**src/hdl/socket_irq_window_pkg.sv**
```systemverilog
package socket_irq_window_pkg;

  localparam int SOCKET_COUNT = 2;

  // Legacy index space: socket B sits one stride above socket A
  localparam logic [7:0] IDX_STATUS = 8'h04;
  localparam logic [7:0] IDX_IRQ_CONFIG = 8'h05;
  localparam logic [7:0] IDX_WINDOW_ENABLE = 8'h06;
  localparam logic [7:0] LEGACY_SOCKET_STRIDE = 8'h40;
  // Mapped space: socket base plus this page
  localparam logic [3:0] MAPPED_PAGE = 4'h8;

  localparam logic [7:0] IRQ_CONFIG_RESET = 8'h00;
  localparam logic [7:0] WINDOW_ENABLE_RESET = 8'h00;
  localparam logic [7:0] WINDOW_ENABLE_WRITABLE = 8'hDF;

  // Field positions of the interrupt configuration register
  localparam int ROUTE_MSB = 7;
  localparam int ROUTE_LSB = 4;
  localparam int CARD_DETECT_EN_BIT = 3;
  localparam int READY_RISE_EN_BIT = 2;
  localparam int BATTERY_WARN_EN_BIT = 1;
  localparam int BATTERY_DEAD_EN_BIT = 0;

  // Field positions of the window enable register
  localparam int IO_WINDOW_ONE_BIT = 7;
  localparam int IO_WINDOW_ZERO_BIT = 6;
  localparam int WINDOW_RESERVED_BIT = 5;
  localparam int MEM_WINDOW_COUNT = 5;
  localparam int IO_WINDOW_COUNT = 2;

  localparam logic [3:0] ROUTE_NONE = 4'h0;
  localparam logic [3:0] ROUTE_SYSTEM_MGMT = 4'h2;

  typedef struct packed {
    logic cardDetectA;
    logic cardDetectB;
    logic ready;
    logic batteryWarn;
    logic batteryDead;
  } card_pins_type;

  typedef struct packed {
    logic [MEM_WINDOW_COUNT-1:0] memHit;
    logic [IO_WINDOW_COUNT-1:0] ioHit;
  } window_hit_type;

  typedef struct packed {
    logic [MEM_WINDOW_COUNT-1:0] memAck;
    logic [IO_WINDOW_COUNT-1:0] ioAck;
  } window_ack_type;

  typedef struct packed {
    logic [SOCKET_COUNT-1:0][7:0] irqConfig;
    logic [SOCKET_COUNT-1:0][7:0] windowEnable;
    logic [SOCKET_COUNT-1:0][3:0] flags;
    logic [SOCKET_COUNT-1:0] pinsValid;
    card_pins_type [SOCKET_COUNT-1:0] prevPins;
    logic [7:0] readData;
    logic readValid;
  } state_type;

endpackage

```
**src/hdl/card_status_irq_and_window_enable.sv**
```systemverilog
// How it works
// - Route code 0 with diagnostic bit set sends status interrupts to PCI.
// - Route code 0, diagnostic clear: PCI only when socket control bit 4 set.
// - Nonzero route codes select system management (0010), a legacy line, or nothing (0111, 1010, 1110).
// - Card detect enable lets either detect line change set a flag.
// - Ready enable lets a ready rising edge set a flag.
// - Battery warning enable lets a battery warning rising edge set a flag.
// - Battery dead enable lets a battery dead rising edge set a flag.
// - Window enable register resets to 00h, all windows off.
// - A card cycle is acknowledged only when its window is enabled.
// - Bits 7 and 6 enable I/O windows 1 and 0.
// - Bits 4 to 0 enable memory windows 4 to 0.
// - Window enable bit 5 reads 0 and ignores writes.
// - Per socket interrupt config at 05h, 45h, base+805h; resets to 00h.
// - Per socket window enable at 06h, 46h, base+806h.
// - A flag latches only when enabled; a disabled flag reads 0.
// - Flags clear by status read or by writing 1, per clear mode input.
module card_status_irq_and_window_enable (
  input wire logic sys_clk,
  input wire logic rst,
  input wire logic regMapped,
  input wire logic [socket_irq_window_pkg::SOCKET_COUNT-1:0] regSocket,
  input wire logic [11:0] regAddr,
  input wire logic regWrite,
  input wire logic regRead,
  input wire logic [7:0] regWriteData,
  output logic [7:0] regReadData,
  output logic regReadValid,
  input wire logic clearByWriteMode,
  input wire logic diagRouteToPci,
  input wire logic [socket_irq_window_pkg::SOCKET_COUNT-1:0] socketPciCscEn,
  input socket_irq_window_pkg::card_pins_type
    [socket_irq_window_pkg::SOCKET_COUNT-1:0] cardPins,
  input socket_irq_window_pkg::window_hit_type
    [socket_irq_window_pkg::SOCKET_COUNT-1:0] windowHit,
  output socket_irq_window_pkg::window_ack_type
    [socket_irq_window_pkg::SOCKET_COUNT-1:0] windowAck,
  output logic [socket_irq_window_pkg::SOCKET_COUNT-1:0][7:0]
    windowEnableOut,
  output logic [15:0] legacyIrq,
  output logic systemMgmtInterrupt,
  output logic [socket_irq_window_pkg::SOCKET_COUNT-1:0] pciCscRequest
);
  import socket_irq_window_pkg::*;

  state_type state;
  state_type next_state;

  logic hit;
  logic [SOCKET_COUNT-1:0] sockSel;
  logic [7:0] index;
  logic [SOCKET_COUNT-1:0][3:0] events;
  logic [SOCKET_COUNT-1:0][3:0] enables;
  logic [SOCKET_COUNT-1:0] pending;
  logic [11:0] legacyLow;
  logic [11:0] legacyHigh;

  // Per socket pin edges, register selects and views
  logic [SOCKET_COUNT-1:0] detectChange;
  logic [SOCKET_COUNT-1:0] readyRise;
  logic [SOCKET_COUNT-1:0] warnRise;
  logic [SOCKET_COUNT-1:0] deadRise;
  logic [SOCKET_COUNT-1:0] readSel;
  logic [SOCKET_COUNT-1:0] writeSel;
  logic [SOCKET_COUNT-1:0][3:0] statusView;
  logic [SOCKET_COUNT-1:0][3:0] clearMask;
  logic [SOCKET_COUNT-1:0][7:0] windowView;
  logic [SOCKET_COUNT-1:0][7:0] windowWrite;

  // Per socket window enables and interrupt route decode
  logic [SOCKET_COUNT-1:0][MEM_WINDOW_COUNT-1:0] memWindowEn;
  logic [SOCKET_COUNT-1:0][IO_WINDOW_COUNT-1:0] ioWindowEn;
  logic [SOCKET_COUNT-1:0][3:0] routeCode;
  logic [SOCKET_COUNT-1:0] routeToPci;
  logic [SOCKET_COUNT-1:0] routeToMgmt;
  logic [SOCKET_COUNT-1:0][15:0] routeLines;

  // Only the printed codes drive a legacy line; the rest go nowhere
  function automatic logic [15:0] legacyLine(input logic [3:0] code);
    logic [15:0] line;
    line = 16'h0000;
    unique case (code)
      4'h1: begin
        line[1] = 1'b1;
      end
      4'h3: begin
        line[3] = 1'b1;
      end
      4'h4: begin
        line[4] = 1'b1;
      end
      4'h5: begin
        line[5] = 1'b1;
      end
      4'h6: begin
        line[6] = 1'b1;
      end
      4'h8: begin
        line[8] = 1'b1;
      end
      4'h9: begin
        line[10] = 1'b1;
      end
      4'hB: begin
        line[11] = 1'b1;
      end
      4'hC: begin
        line[12] = 1'b1;
      end
      4'hD: begin
        line[13] = 1'b1;
      end
      4'hF: begin
        line[15] = 1'b1;
      end
      default: line = 16'h0000;
    endcase
    return line;
  endfunction

  // Address decode for both the legacy index and the mapped page
  always_comb begin
    hit = 1'b0;
    sockSel = '0;
    index = 8'h00;
    legacyLow = 12'h000;
    legacyHigh = 12'h000;
    if (regMapped) begin
      // A socket number past the fitted count selects nothing
      hit = (regAddr[11:8] == MAPPED_PAGE) &&
        (regSocket < SOCKET_COUNT'(SOCKET_COUNT));
      sockSel = regSocket;
      index = regAddr[7:0];
    end else begin
      for (int s = 0; s < SOCKET_COUNT; s++) begin
        legacyLow = {4'h0, 8'(s) * LEGACY_SOCKET_STRIDE};
        legacyHigh = {4'h0, 8'(s + 1) * LEGACY_SOCKET_STRIDE};
        if (regAddr >= legacyLow && regAddr < legacyHigh) begin
          hit = 1'b1;
          sockSel = SOCKET_COUNT'(s);
          index = regAddr[7:0] - 8'(s) * LEGACY_SOCKET_STRIDE;
        end
      end
    end
  end

  genvar g;
  generate
    for (g = 0; g < SOCKET_COUNT; g++) begin : gen_socket
      // Enables in status bit order: detect, ready, warn, dead
      assign enables[g] = {
        state.irqConfig[g][CARD_DETECT_EN_BIT],
        state.irqConfig[g][READY_RISE_EN_BIT],
        state.irqConfig[g][BATTERY_WARN_EN_BIT],
        state.irqConfig[g][BATTERY_DEAD_EN_BIT]};

      // Either detect line moving counts as one change
      assign detectChange[g] =
        (cardPins[g].cardDetectA ^ state.prevPins[g].cardDetectA) |
        (cardPins[g].cardDetectB ^ state.prevPins[g].cardDetectB);
      assign readyRise[g] =
        cardPins[g].ready & ~state.prevPins[g].ready;
      assign warnRise[g] =
        cardPins[g].batteryWarn & ~state.prevPins[g].batteryWarn;
      assign deadRise[g] =
        cardPins[g].batteryDead & ~state.prevPins[g].batteryDead;
      // Edges are ignored until the first pin sample after reset
      assign events[g] = state.pinsValid[g] ?
        {detectChange[g], readyRise[g], warnRise[g], deadRise[g]} : 4'h0;
      // The interrupt stands while any enabled flag is still latched
      assign pending[g] = |(state.flags[g] & enables[g]);
      assign statusView[g] = state.flags[g] & enables[g];

      // Register selects; a read and a write may share one cycle
      assign readSel[g] = hit && regRead &&
        (sockSel == SOCKET_COUNT'(g));
      assign writeSel[g] = hit && regWrite &&
        (sockSel == SOCKET_COUNT'(g));
      // Write-one-to-clear pattern, honoured only in that mode
      assign clearMask[g] = clearByWriteMode ? regWriteData[3:0] : 4'h0;
      // Reserved bit is never stored and never shown
      assign windowWrite[g] = regWriteData & WINDOW_ENABLE_WRITABLE;
      assign windowView[g] = state.windowEnable[g] &
        WINDOW_ENABLE_WRITABLE;

      // Route decode
      assign routeCode[g] = state.irqConfig[g][ROUTE_MSB:ROUTE_LSB];
      assign routeToPci[g] = (routeCode[g] == ROUTE_NONE) &&
        (diagRouteToPci || socketPciCscEn[g]);
      assign routeToMgmt[g] = (routeCode[g] == ROUTE_SYSTEM_MGMT);
      assign routeLines[g] = legacyLine(routeCode[g]);

      // Disabled windows never acknowledge, whatever the decoders say
      assign memWindowEn[g] =
        state.windowEnable[g][MEM_WINDOW_COUNT-1:0];
      assign ioWindowEn[g] = {
        state.windowEnable[g][IO_WINDOW_ONE_BIT],
        state.windowEnable[g][IO_WINDOW_ZERO_BIT]};
      assign windowAck[g].memAck = windowHit[g].memHit &
        memWindowEn[g];
      assign windowAck[g].ioAck = windowHit[g].ioHit & ioWindowEn[g];
      // Window enables are exported for the cycle decoders
      assign windowEnableOut[g] = state.windowEnable[g];
    end
  endgenerate

  always_comb begin
    next_state = state;
    next_state.readValid = 1'b0;
    // Pins are sampled every cycle so each edge is seen once
    for (int s = 0; s < SOCKET_COUNT; s++) begin
      next_state.prevPins[s] = cardPins[s];
      next_state.pinsValid[s] = 1'b1;
    end
    if (regRead) begin
      next_state.readValid = 1'b1;
      next_state.readData = 8'h00;
    end

    // Register accesses first, then fresh events on top of any clear
    for (int s = 0; s < SOCKET_COUNT; s++) begin
      if (readSel[s]) begin
        unique case (index)
          IDX_STATUS: begin
            next_state.readData = {4'h0, statusView[s]};
            if (!clearByWriteMode) begin
              next_state.flags[s] = 4'h0;
            end
          end
          IDX_IRQ_CONFIG: begin
            next_state.readData = state.irqConfig[s];
          end
          IDX_WINDOW_ENABLE: begin
            next_state.readData = windowView[s];
          end
          default: begin
            next_state.readData = 8'h00;
          end
        endcase
      end

      if (writeSel[s]) begin
        unique case (index)
          IDX_STATUS: begin
            next_state.flags[s] = next_state.flags[s] &
              ~clearMask[s];
          end
          IDX_IRQ_CONFIG: begin
            next_state.irqConfig[s] = regWriteData;
          end
          IDX_WINDOW_ENABLE: begin
            next_state.windowEnable[s] = windowWrite[s];
          end
          default: begin
            // Unmapped indices are ignored
            next_state.irqConfig[s] = next_state.irqConfig[s];
          end
        endcase
      end
      // A new event wins over a clear in the same cycle
      next_state.flags[s] = (next_state.flags[s] | events[s]) &
        enables[s];
    end
  end

  always_ff @(posedge sys_clk or posedge rst) begin
    if (rst) begin
      state <= '0;
      // Windows start closed so no cycle reaches an unset socket
      for (int s = 0; s < SOCKET_COUNT; s++) begin
        state.irqConfig[s] <= IRQ_CONFIG_RESET;
        state.windowEnable[s] <= WINDOW_ENABLE_RESET;
      end
    end else begin
      state <= next_state;
    end
  end

  // Interrupt routing, merged over sockets
  always_comb begin
    legacyIrq = 16'h0000;
    systemMgmtInterrupt = 1'b0;
    pciCscRequest = '0;
    // Outputs are levels: they follow the flags, not the events
    for (int s = 0; s < SOCKET_COUNT; s++) begin
      if (pending[s]) begin
        // Codes 0000 and 0010 select no legacy line
        legacyIrq = legacyIrq | routeLines[s];
        if (routeToMgmt[s]) begin
          systemMgmtInterrupt = 1'b1;
        end
        if (routeToPci[s]) begin
          pciCscRequest[s] = 1'b1;
        end
      end
    end
  end

  assign regReadData = state.readData;
  assign regReadValid = state.readValid;

endmodule

```
**config.mk**
```make
export PLATFORM = sky130hd
export DESIGN_NAME = card_status_irq_and_window_enable
export DESIGN_NICKNAME = d
export VERILOG_FILES = /design/src/hdl/socket_irq_window_pkg.sv /design/src/hdl/card_status_irq_and_window_enable.sv
export SDC_FILE = /design/constraint.sdc
export NUM_CORES = 1
export LEC_CHECK = 0
export ABC_AREA = 1
export BUFFER_PORTS_ARGS = -buffer_cell sky130_fd_sc_hd__buf_2
export CORE_MARGIN = 2
export CORE_UTILIZATION = 50
export CTS_BUF_LIST = sky130_fd_sc_hd__clkbuf_4 sky130_fd_sc_hd__clkbuf_8
export CTS_CLUSTER_DIAMETER = 30
export DETAILED_ROUTE_END_ITERATION = 6
export GPL_TIMING_DRIVEN = 0
export PLACE_DENSITY = 0.85
export SLEW_MARGIN = 10
export SYNTH_ARGS = -nofsm -noshare
export SYNTH_HDL_FRONTEND = slang
export SYNTH_SLANG_ARGS = --single-unit
```
**constraint.sdc**
```tcl
create_clock -name sys_clk -period 4.15 [get_ports sys_clk]
set_input_delay 0.415 -clock sys_clk [delete_from_list [all_inputs] [get_ports sys_clk]]
set_output_delay 0.415 -clock sys_clk [all_outputs]
set_load 0.02 [all_outputs]
```
==> After elaboration in Yosys (flattened, before gate mapping) <==
Cells that the tools add are included.
{ "totals": {"ff_bits": 58, "output_inout_bits": 58, "in_bits": 55, "elab_cells": 167} }
{ "classes": {"mux": 58, "bitwise": 32, "n_lt_le_gt_ge": 5, "n_addsub": 1, "n_reduce_logical": 23, "n_eq_ne": 29} }
{ "ops": {"columns": ["op", "count"], "rows": [
  ["$eq 4x4->1 const B", 13],
  ["$mux 4", 13],
  ["$pmux 8 s3", 2],
  ["$mux 8", 5],
  ["$mux 1", 34],
  ["$mux 16", 2],
  ["$and 4x4->4", 6],
  ["$eq 4x3->1 const B", 6],
  ["$eq 8x3->1 const B", 3],
  ["$eq 4x2->1 const B", 4],
  ["$or 16x16->16", 1],
  ["$ge 12x1->1 const B", 1],
  ["$ge 12x7->1 const B", 1],
  ["$lt 12x7->1 const B", 1],
  ["$lt 12x8->1 const B", 1],
  ["$logic_and 1x1->1", 11],
  ["$and 5x5->5", 2],
  ["$mux 9", 1],
  ["$eq 4x1->1 const B", 2],
  ["$logic_not 4->1", 2],
  ["$or 4x4->4", 2],
  ["$reduce_and 2->1", 4],
  ["$reduce_or 4->1", 2],
  ["$sub 8x7->8 const B", 1],
  ["12 further kinds", 28]
]} }

==> Depth between registers and ports, before layout <==
Gate-level depths: netlist (run 1).
{ "depth": {"ltp_word": 13, "ltp_mapped": 16, "mapped_depth_nobuf": 15} }

==> Worst setup path before layout (run 1) <==
OpenSTA, ideal clock, no wires.
{ "synth_timing": {"path_type": "input to register", "startpoint": "input port regAddr[6]", "endpoint": "register state, in the netlist routeCode[0]", "slack_ns": 2.236, "required_time_ns": 4.028, "stages": 13, "setup_ns": 0.122, "arrival_ns": 1.792, "path_buffers": 1, "cell_sequence": "inv_1 -> ha_1 -> nand3_2 -> nand3_2 -> nand2_1 -> nand2_1 -> nor2_4 -> nand2_4 -> inv_4 -> nand2_4 -> nor3_4 -> buf_6 -> o21ai_1"} }
{ "synth_via": {"elab_chain_len": 8, "elab_cells_between_ends": 20, "cone_classes": "1 x add/sub; 4 x order compare; 1 x eq/ne; 8 x mux; 6 x reduce/logical"} }
{ "synth_lines": {"columns": ["element", "line_no", "rtl"], "rows": [
  ["from (decl)", "card_status_irq_and_window_enable.sv:23", "input wire logic [11:0] regAddr,"],
  ["parallel branches: the longest is 7 deep, another holds $ge 12x1->1", null, null],
  ["$reduce_and 2->1 (no line) *", null, null],
  ["to (signal assigned)", "card_status_irq_and_window_enable.sv:275", "state <= next_state;"],
  ["to (decl)", "card_status_irq_and_window_enable.sv:46", "state_type state;"]
]} }
Every way passes the cells marked *.
A chain may end at the register's enable or synchronous reset.

==> Worst setup path after layout (run 1) <==
{ "layout_timing": {"startpoint": "register state, in the netlist enables[4]", "endpoint": "output port legacyIrq[4]"} }
{ "layout_via": {"elab_chain_len": 3} }
{ "layout_lines": {"columns": ["element", "line_no", "rtl"], "rows": [
  ["$and 4x4->4", "card_status_irq_and_window_enable.sv:171", "assign pending[g] = |(state.flags[g] & enables[g]);"],
  ["$reduce_or 4->1", "card_status_irq_and_window_enable.sv:171", null],
  ["$mux 16", "card_status_irq_and_window_enable.sv:286", "if (pending[s]) begin"],
  ["to (decl)", "card_status_irq_and_window_enable.sv:40", "output logic [15:0] legacyIrq,"]
]} }
Every way passes these cells.

==> results of run 1 <==
## registers in the layout, summed over array words and instances, names as in the netlist
signal / cells
state: 19
windowEnableOut: 14
enables: 8
regReadData: 8
routeCode: 8
regReadValid: 1
## through the flow
step	total power [mW]	cells	hold slack [ns]	setup slack, ns
3_5_place_dp	0.808	678	0.497	1.79
3_3_place_gp	0.799	677	0.488	1.74
4_1_cts	1.32	694	0.161	1.46
6_report	1.31	694	0.146	1.44
5_1_grt	1.37	694	0.180	1.32
2_1_floorplan	0.737	476	0.446	2.24
## synth_stat cells (2+ instances only)
| library cell | n | area (µm²) |
|---|---|---|
| a21oi_1 | 8 | 40.0 |
| buf_2 | 5 | 25.0 |
| buf_4 | 29 | 218 |
| buf_6 | 3 | 33.8 |
| conb_1 | 2 | 7.51 |
| dfrtp_1 | 58 | 1450 |
| ha_1 | 2 | 25.0 |
| inv_1 | 68 | 255 |
| nand2_1 | 115 | 432 |
| nand2_2 | 6 | 37.5 |
| nand2_4 | 2 | 22.5 |
| nand3_1 | 68 | 340 |
| nand3_2 | 3 | 30.0 |
| nand3b_1 | 7 | 52.6 |
| nand4_1 | 2 | 12.5 |
| nor2_1 | 16 | 60.1 |
| nor2_2 | 6 | 37.5 |
| nor2_4 | 2 | 22.5 |
| nor3_4 | 3 | 48.8 |
| nor4_1 | 2 | 12.5 |
| o21ai_0 | 24 | 120 |
| o21ai_1 | 21 | 105 |
| o21ai_2 | 2 | 17.5 |
| o31ai_1 | 3 | 22.5 |
| xor2_1 | 4 | 35.0 |
## area by class of cell
| class | count | area (µm²) |
|---|---|---|
| flip-flops and latches | 58 | 1450 |
| fillers | 578 | 2390 |
| multi-input cells | 309 | 1540 |
| inverters | 71 | 269 |
| repair buffers | 106 | 546 |
| plain buffers | 38 | 280 |
| clock inverters | 5 | 55.1 |
| well taps | 96 | 120 |
| clock buffers | 11 | 139 |
## where the power goes
part           switching, mW  internal [mW]  leakage (nW)
logic                  0.118         0.0703          1.77
clock network          0.225          0.288        0.0962
registers             0.0202          0.593         0.666
## worst register-to-register path, stage by stage (launching register included)
cell	delay (ns)
dfrtp_1	0.38
xor2_1	0.16
o21ai_0	0.21
a21oi_1	0.09
## final timing paths
| path | startpoint | end | slack, ns | cells after the start |
|---|---|---|---|---|
| min in group sys_clk | cardPins[6] | state[15] | 0.20 | 1 |
| max in group asynchronous | rst | regReadData[6] | 3.43 | 3 |
| worst min-delay path | rst | routeCode[0] | 0.15 | 2 |
| worst min register to register | state[15] | state[26] | 0.51 | 2 |
| worst max register to register | state[18] | state[28] | 3.19 | 3 |
| worst max-delay path | enables[4] | legacyIrq[4] | 1.44 | 7 |
## routing by layer
| metal | vias up | GRT usage, % | routed length [µm] |
|---|---|---|---|
| met4 | 0 | 11.5 | 264 |
| met5 | - | 0 | 0 |
| met2 | 174 | 41.7 | 4390 |
| li1 | 1714 | - | - |
| met1 | 1622 | 31.1 | 3820 |
| met3 | 32 | 5.66 | 744 |
## kinds of logic after synthesis
kind of cell / after synthesis / share of synthesized area [%]
AND/OR/NAND/NOR: 234 / 31.9
buffers and inverters: 109 / 15.6
AO/OA/AOI/OAI: 61 / 9.35
flip-flops: 58 / 41.2
XOR/XNOR: 4 / 0.995
adder cells (fa/ha/maj): 2 / 0.711
other: 2 / 0.213
==> flow_summary.toml, run 1 <==
[outcome]
outcome = "finished clean"

[final_layout]
final_cell_mix = "nand2_1 (115), buf_2 (110), nand3_1 (68)"
syn_to_final_growth_pct = 25.1
final_instance_area_mm2 = 0.00440
n_antenna_cell = 0
finish.utilization_pct = 64.8
commonest_non_fill_non_tap_cell_in_the_layout = "nand2_1"
post_route_cells_drive_above_1_share_pct = 31.3
net_count_of_the_finished_layout = 650

[critical_path]
critPathTopFamily = "simple AND/OR/NAND/NOR gates"
critical-path-max-stage-delay_ns = 0.74
crit_path_top_delay_cell = "nor4_1"
setup.worst_path.start_class = "flip-flop"
critical_path_arrival_ns = 2.30
crit_type = "flip-flop to primary output"
worstPathBufferInverterCount = 3
timing.critical_path.fanout_max = 4
critPathMostFrequentCell = "inv_1"
crit_path_end_kind = "primary output"
required_time_worst_endpoint_ns = 3.73
cp_cell_sequence = "nand2_1, inv_1, nor4_1, inv_1, nand3_1, o21ai_0, buf_2"

[drt]
drt_pre_antenna_iters = 6
drt_iter0_markers = 274
drc = 0
viasPerCell = 5.10
detailroute.via_count = 3542
drtAntennaViolNets = 0
drt_wl_cell_um = 13.3
totalWireLength_um = 9220

[sta]
setup_tns_after_final_layout_ns = 0
setup_viol = 0
max_freq_mhz = 369
worst_slew_margin_rel_pct = 42.0
slew_viol_final = 0
post_route_fraction_of_the_period_consumed_by_the_critical_path_pct = 65.3
tightestPinTransition_ns = 0.862
fin_worst_skew_ns = 0.00475
final_hold_viols = 0
final.min_clock_period_ns = 2.71
grt_setup_unrepaired = "no"

[clock_network]
clock-sinks = 58
clock_tree_from_tritoncts = "built"
cts_setup_buffers = 0
clock_tree.buffer_depth = 2
htree_levels = 3
tritoncts.num_buffers = 9
cts-hold-fix-buffers = 0
post_cts.resized_instances = 0
clk_root_buffer_cell = "clkbuf_8"
worst_setup_hold_path_clk_slew_ns = 0.06
clock_latency_ns = 0.34

[floorplanning]
pin_count = 113
initial_core_util_pct = 51.8
fp.dieH_um = 87.9
die_area_mm2 = 0.00773
placement_rows = 30
die_width_um = 87.9
area_of_the_core_mm2 = 0.00679

[job]
cap_violations = 0

[power]
irDropWorstVdd_mv = 0.322
cellLeakagePower_nw = 2.54
pwr_density_cell_mw_per_mm2 = 299

[grt]
globalRouteOverflowTotal = 0
grt_max_degree = 31
grt_use_total_pct = 25.0
grt_first_pass_wirelength_um = 14900
grt_pass1_vias = 3337
antenna_found_initial = 0

[placement]
io_buffers = 105
place_area_mm2 = 0.00421
gp_congestion = 0.891
place.detailed.hpwl_um = 7240

[synthesis]
synth_area_mm2 = 0.00352
ys_seq_area_share_pct = 41.2
netlist-cell-type-count = 34
synth-seq-cells = 58
post_synth_inst_count = 470
synth-warning-count = 0
synth-async-reset-ratio_pct = 100
dominantRegCellSynth = "dfrtp_1"
synth_enable_flop_cells = 0
synthesis.area_per_instance_um2 = 7.49

[min_path]
hold_path.class = "primary input to asynchronous set/reset pin"
Power figures use the tool's default switching activity.
==> run 2: changes to the inputs <==
clock period = 2.65 ns   (was 4.15 ns; I/O delays follow)
==> run 2 against run 1 <==
The run now ends with negative hold slack left. Critical path depth is the same. Setup slack lost 1.1 ns. Cell area grew 0.14%. Clock skew shrank 0.00094 ns. Cell count is the same. Combinational power grew 57%. Critical path type unchanged.
==> flow_summary.toml, run 2 (synthesis results as in run 1) <==
[clock_network]
htree_levels = 3
clk_root_buffer_cell = "clkbuf_8"
worst_setup_hold_path_clk_slew_ns = 0.06
clock_tree_from_tritoncts = "built"
clock_latency_ns = 0.34
clock-sinks = 58
clock_tree.buffer_depth = 2
tritoncts.num_buffers = 9

[job]
cap_violations = 0

[sta]
setup_tns_after_final_layout_ns = 0
post_route_fraction_of_the_period_consumed_by_the_critical_path_pct = 87.7
hold_ws_ns = -0.00253
slew_viol_final = 0
setup_viol = 0
grt_setup_unrepaired = "no"
final_hold_viols = 3
final.min_clock_period_ns = 2.32
tightestPinTransition_ns = 0.621
max_freq_mhz = 430
worst_slew_margin_rel_pct = 58.5
post-route-worst-setup-slack_ns = 0.326
fin_worst_skew_ns = 0.00381

[critical_path]
critical-path-max-stage-delay_ns = 0.50
cp_cell_sequence = "nand2_1, inv_1, nor4_1, inv_1, nand2_1, o32ai_1, buf_2"
timing.critical_path.fanout_max = 7
worstPathBufferInverterCount = 3
required_time_worst_endpoint_ns = 2.38
setup.worst_path.start_class = "flip-flop"
critPathTopFamily = "simple AND/OR/NAND/NOR gates"
crit_path_end_kind = "primary output"
crit_type = "flip-flop to primary output"
crit_path_top_delay_cell = "nor4_1"
critical_path_arrival_ns = 2.06

[power]
cellLeakagePower_nw = 2.54
share_comb_of_total_power_pct = 14.3
pwr-share-clk_pct = 39.1
pwr_density_cell_mw_per_mm2 = 467
switchingPower_uw = 570
power_switching_share_pct = 27.7
seqPwrFrac_pct = 46.6
cell_internal_pwr_mw = 1.49
power.total_mw = 2.06
irDropWorstVdd_mv = 0.504

[drt]
drc = 0
drt_wl_cell_um = 13.3
detailroute.via_count = 3488
drtAntennaViolNets = 0
drt_iter0_markers = 283
drt_pre_antenna_iters = 5
viasPerCell = 5.03
totalWireLength_um = 9210

[grt]
grt_max_degree = 31
grt_pass1_vias = 3337
globalRouteOverflowTotal = 0
antenna_found_initial = 0
grt_first_pass_wirelength_um = 14900
grt_use_total_pct = 25.0

[placement]
gp_congestion = 0.891
io_buffers = 105
place.detailed.hpwl_um = 7240
setup_ws_pre_cts_ns = 0.439

[floorplanning]
fp.dieH_um = 87.9
die_area_mm2 = 0.00773
area_of_the_core_mm2 = 0.00679
pin_count = 113
placement_rows = 30
initial_core_util_pct = 51.8
die_width_um = 87.9

[outcome]
failed_checks = "negative hold slack"
outcome = "finished, violations left"

[final_layout]
register_with_the_highest_flop_count = "state"
number_of_flip_flops_in_the_largest_register = 19
net_count_of_the_finished_layout = 650
finish.utilization_pct = 64.9
final_cell_mix = "nand2_1 (115), buf_2 (110), nand3_1 (68)"
post_route_cells_drive_above_1_share_pct = 31.4
syn_to_final_growth_pct = 25.2
commonest_non_fill_non_tap_cell_in_the_layout = "nand2_1"
n_antenna_cell = 0

[min_path]
hold_path.class = "primary input to asynchronous set/reset pin"
[run 2: changes by cell type in the layout (fill, tap and decap cells not counted)]
cell	delta
nor4_2	+1
nor4_1	-1
[run 2: area by class of cell]
type                       instances  area, µm²
sequential                        58       1450
fill                             576       2380
buffer                            38        280
timing repair buffer             106        546
tap                               96        120
clock buffer                      11        139
multi-input combinational        309       1550
clock inverter                     5       55.1
inverter                          71        269
[run 2: worst paths after layout]
kind	endpoint	depth (start not counted)	slack (ns)	startpoint
setup reg to reg	state[28]	3	1.69	state[18]
setup / recovery	legacyIrq[3]	7	0.33	enables[3]
hold reg to reg	state[26]	2	0.51	state[15]
min in group sys_clk	state[15]	1	0.05	cardPins[6]
hold / removal	routeCode[0]	2	-0.003	rst
max in group asynchronous	regReadData[6]	3	2.08	rst
[run 2: power groups by stage]
stage	clock, mW	combinational [mW]	sequential (mW)
4_1_cts	0.811	0.293	0.959
5_1_grt	0.849	0.331	0.964
3_3_place_gp	0	0.278	0.972
3_5_place_dp	0	0.291	0.975
2_1_floorplan	0	0.188	0.966
6_report	0.805	0.295	0.960
[run 2: through the flow]
| step | hold slack (ns) | cell area, µm² | cells |
|---|---|---|---|
| 6_report | -0.00253 | 4410 | 694 |
| 5_1_grt | 0.0301 | 4410 | 694 |
| 4_1_cts | 0.0106 | 4400 | 694 |
| 3_5_place_dp | 0.373 | 4210 | 678 |
| 3_3_place_gp | 0.390 | 4190 | 677 |
| 2_1_floorplan | 0.296 | 3540 | 476 |
[run 2: per-layer routing]
metal / vias up / wire length (µm) / global-route usage [%]
li1: 1715 / - / -
met3: 28 / 703 / 5.66
met4: 0 / 249 / 11.5
met1: 1577 / 3850 / 31.1
met5: - / 0 / 0
met2: 168 / 4400 / 41.7
[run 2: timing repair]
item / CTS / global route
hold buffers: 0 / 0
resized for setup: 0 / 1
buffers inserted: 0 / 0
endpoints found under the setup margin: 0 / 2
==> run 3: changes to the inputs <==
ABC_AREA = not set   (was 1)
clock period = 2.3 ns   (was 2.65 ns; I/O delays follow)
==> run 3 against run 2 <==
The flow still finishes with violations (negative hold slack). Cell area fell by 1.3%. Synthesized cell count fell by 29%. Area after synthesis fell by 2.0%. Critical path depth rose by 2. Flip-flop and latch count did not move. Power rose by 7.1%. Register-to-register slack got worse by 0.68 ns. Largest power group unchanged.
==> flow_summary.toml, run 3 <==
[sta]
fin_worst_skew_ns = 0.00597
hold_ws_ns = -0.00430
slew_viol_final = 0
tightestPinTransition_ns = 0.915
final_hold_viols = 6
setup_viol = 0
setup_tns_after_final_layout_ns = 0
max_freq_mhz = 459
grt_setup_unrepaired = "no"
post_route_fraction_of_the_period_consumed_by_the_critical_path_pct = 94.7
final.min_clock_period_ns = 2.18
worst_slew_margin_rel_pct = 38.5

[critical_path]
critical_path_arrival_ns = 2.39
worst_r2r_endpoint = "regReadData[2]"
crit_path_end_kind = "flip-flop"
setup.worst_path.start = "regAddr[7]"
setup.worst_path.start_class = "primary input"
worstSetupEndpoint = "windowEnableOut[1]"
reg2reg_from = "enables[2]"
crit_type = "primary input to flip-flop"
timing.reg2reg.setup_slack_ns = 1.01
r2r_cells = 3
timing.critical_path.fanout_max = 8
required_time_worst_endpoint_ns = 2.51

[clock_network]
tritoncts.num_buffers = 9
clk_root_buffer_cell = "clkbuf_8"
clock_tree_from_tritoncts = "built"
worst_setup_hold_path_clk_slew_ns = 0.06
clock-sinks = 58
clock_tree.buffer_depth = 2
cts_setup_buffers = 0
htree_levels = 3
clock_latency_ns = 0.34

[min_path]
hold_path.class = "primary input to asynchronous set/reset pin"

[floorplanning]
area_of_the_core_mm2 = 0.00672
placement_rows = 30
die_width_um = 87.1
die_area_mm2 = 0.00758
pin_count = 113
initial_core_util_pct = 51.3
fp.dieH_um = 87.1

[final_layout]
layout_cells_excl_fill = 544
net_count_of_the_finished_layout = 516
final_cell_mix = "buf_2 (107), dfrtp_1 (58), buf_4 (29)"
commonest_non_fill_non_tap_cell_in_the_layout = "buf_2"
post_route_cells_drive_above_1_share_pct = 44.4
register_with_the_highest_flop_count = "state"
number_of_flip_flops_in_the_largest_register = 19
syn_to_final_growth_pct = 26.2
n_antenna_cell = 0

[placement]
place.detailed.hpwl_um = 6640
gp_congestion = 0.905
dp_cells = 525
io_buffers = 105

[synthesis]
synth-seq-cells = 58
synth-warning-count = 0
synthesis.area_per_instance_um2 = 10.4
post_synth_inst_count = 333
synth-async-reset-ratio_pct = 100
dominantRegCellSynth = "dfrtp_1"
synth.area.top_cells = "dfrtp_1 (42%), mux2_2 (9.1%), buf_4 (6.3%), nand2_1 (2.7%), nand2b_1 (2.7%)"
synth.most_common_cell = "dfrtp_1"
synth_enable_flop_cells = 0
ys_seq_area_share_pct = 42.1
post-synth-top-area-cell = "dfrtp_1"
yosys_top_cell_area_share_pct = 42.1
synth_area_mm2 = 0.00345
netlist-cell-type-count = 60
synth_top_cells_by_count = "dfrtp_1 (58), buf_4 (29), mux2_2 (28)"

[grt]
grt_max_degree = 33
grt_first_pass_wirelength_um = 13600
antenna_found_initial = 0
globalRouteOverflowTotal = 0
grt_pass1_vias = 2813
grt_use_total_pct = 23.5

[power]
pwr-share-clk_pct = 42.7
power_switching_share_pct = 24.5
seqPwrFrac_pct = 47.2
irDropWorstVdd_mv = 0.391
pwr_density_cell_mw_per_mm2 = 507
share_comb_of_total_power_pct = 10.1
switchingPower_uw = 541
cellLeakagePower_nw = 2.23
cell_internal_pwr_mw = 1.67

[drt]
drt_pre_antenna_iters = 5
detailroute.via_count = 3014
viasPerCell = 5.54
drt_wl_cell_um = 16.1
totalWireLength_um = 8760
drt_iter0_markers = 270
drc = 0
drtAntennaViolNets = 0

[outcome]
outcome = "finished, violations left"
failed_checks = "negative hold slack"

[job]
cap_violations = 0
## run 3: power groups by stage
stage          clock, mW  combinational, mW  sequential [mW]
2_1_floorplan          0              0.119             1.06
3_3_place_gp           0              0.207             1.06
3_5_place_dp           0              0.218             1.06
4_1_cts            0.958              0.220             1.04
5_1_grt            0.997              0.243             1.04
6_report           0.943              0.223             1.04
## run 3: final cells by class
cell class | count | area, µm²
multi-input combinational | 235 | 1720
clock buffer | 11 | 145
fill | 532 | 2370
clock inverter | 5 | 53.8
inverter | 7 | 26.3
tap | 80 | 100
timing repair buffer | 109 | 576
buffer | 39 | 282
sequential | 58 | 1450
## run 3: critical path: stages
cell and delay (ns):
buf_2 0.13, inv_1 0.08, ha_1 0.17, nor4b_1 0.14, a21bo_2 0.24, a221oi_2 0.61
and3_1 0.29, buf_6 0.15, mux2_1 0.35
## run 3: stage by stage
step                worst slack (ns)  power, mW  cell area, µm²  utilization, %  hold WS [ns]
CTS                            0.152       2.22            4330            64.5       0.00116
global placement              -0.440       1.27            4100            61.0         0.352
finish                         0.121       2.21            4350            64.8      -0.00430
floorplan                      0.140       1.18            3470               -         0.261
global route                  0.0340       2.28            4350            64.8       0.00232
detailed placement            -0.553       1.28            4120            61.3         0.355
## run 3: kinds of logic (layout without fill, tap and decap cells)
logic type	after synthesis	after routing	share of synthesized area, %
AOI/OAI and AO/OA	64	64	12.7
other	2	8	0.218
DFF	58	58	42.1
and+or+nand+nor	121	121	22.5
buffers and inverters	46	171	8.92
adders and majority gates	2	2	0.725
xor gates and xnor gates	4	4	1.02
muxes	36	36	11.9
## run 3: how the worst min path moves through the flow
| stage | to | slack, ns | cells after the start |
|---|---|---|---|
| 2_1_floorplan | regReadValid | 0.26 | 0 |
| 3_3_place_gp | state[9] | 0.35 | 1 |
| 3_5_place_dp | state[14] | 0.35 | 1 |
| 4_1_cts | state[16] | 0.001 | 1 |
| 5_1_grt | state[9] | 0.002 | 1 |
| 6_report | windowEnableOut[3] | -0.004 | 2 |
## run 3: repair_timing
item,in CTS,in global routing
setup endpoints to repair,15,0
hold endpoints to repair,1,2
resized for setup,1,0
hold buffers,1,2
## run 3: routing by layer
layer / GRT usage [%] / wire [µm] / part of all wire [%] / up-vias
li1: - / - / - / 1424
met1: 30.9 / 3780 / 43 / 1430
met2: 39.2 / 4250 / 49 / 144
met3: 4.83 / 554 / 6.3 / 16
met4: 7.24 / 172 / 2.0 / 0
met5: 0 / 0 / 0 / -
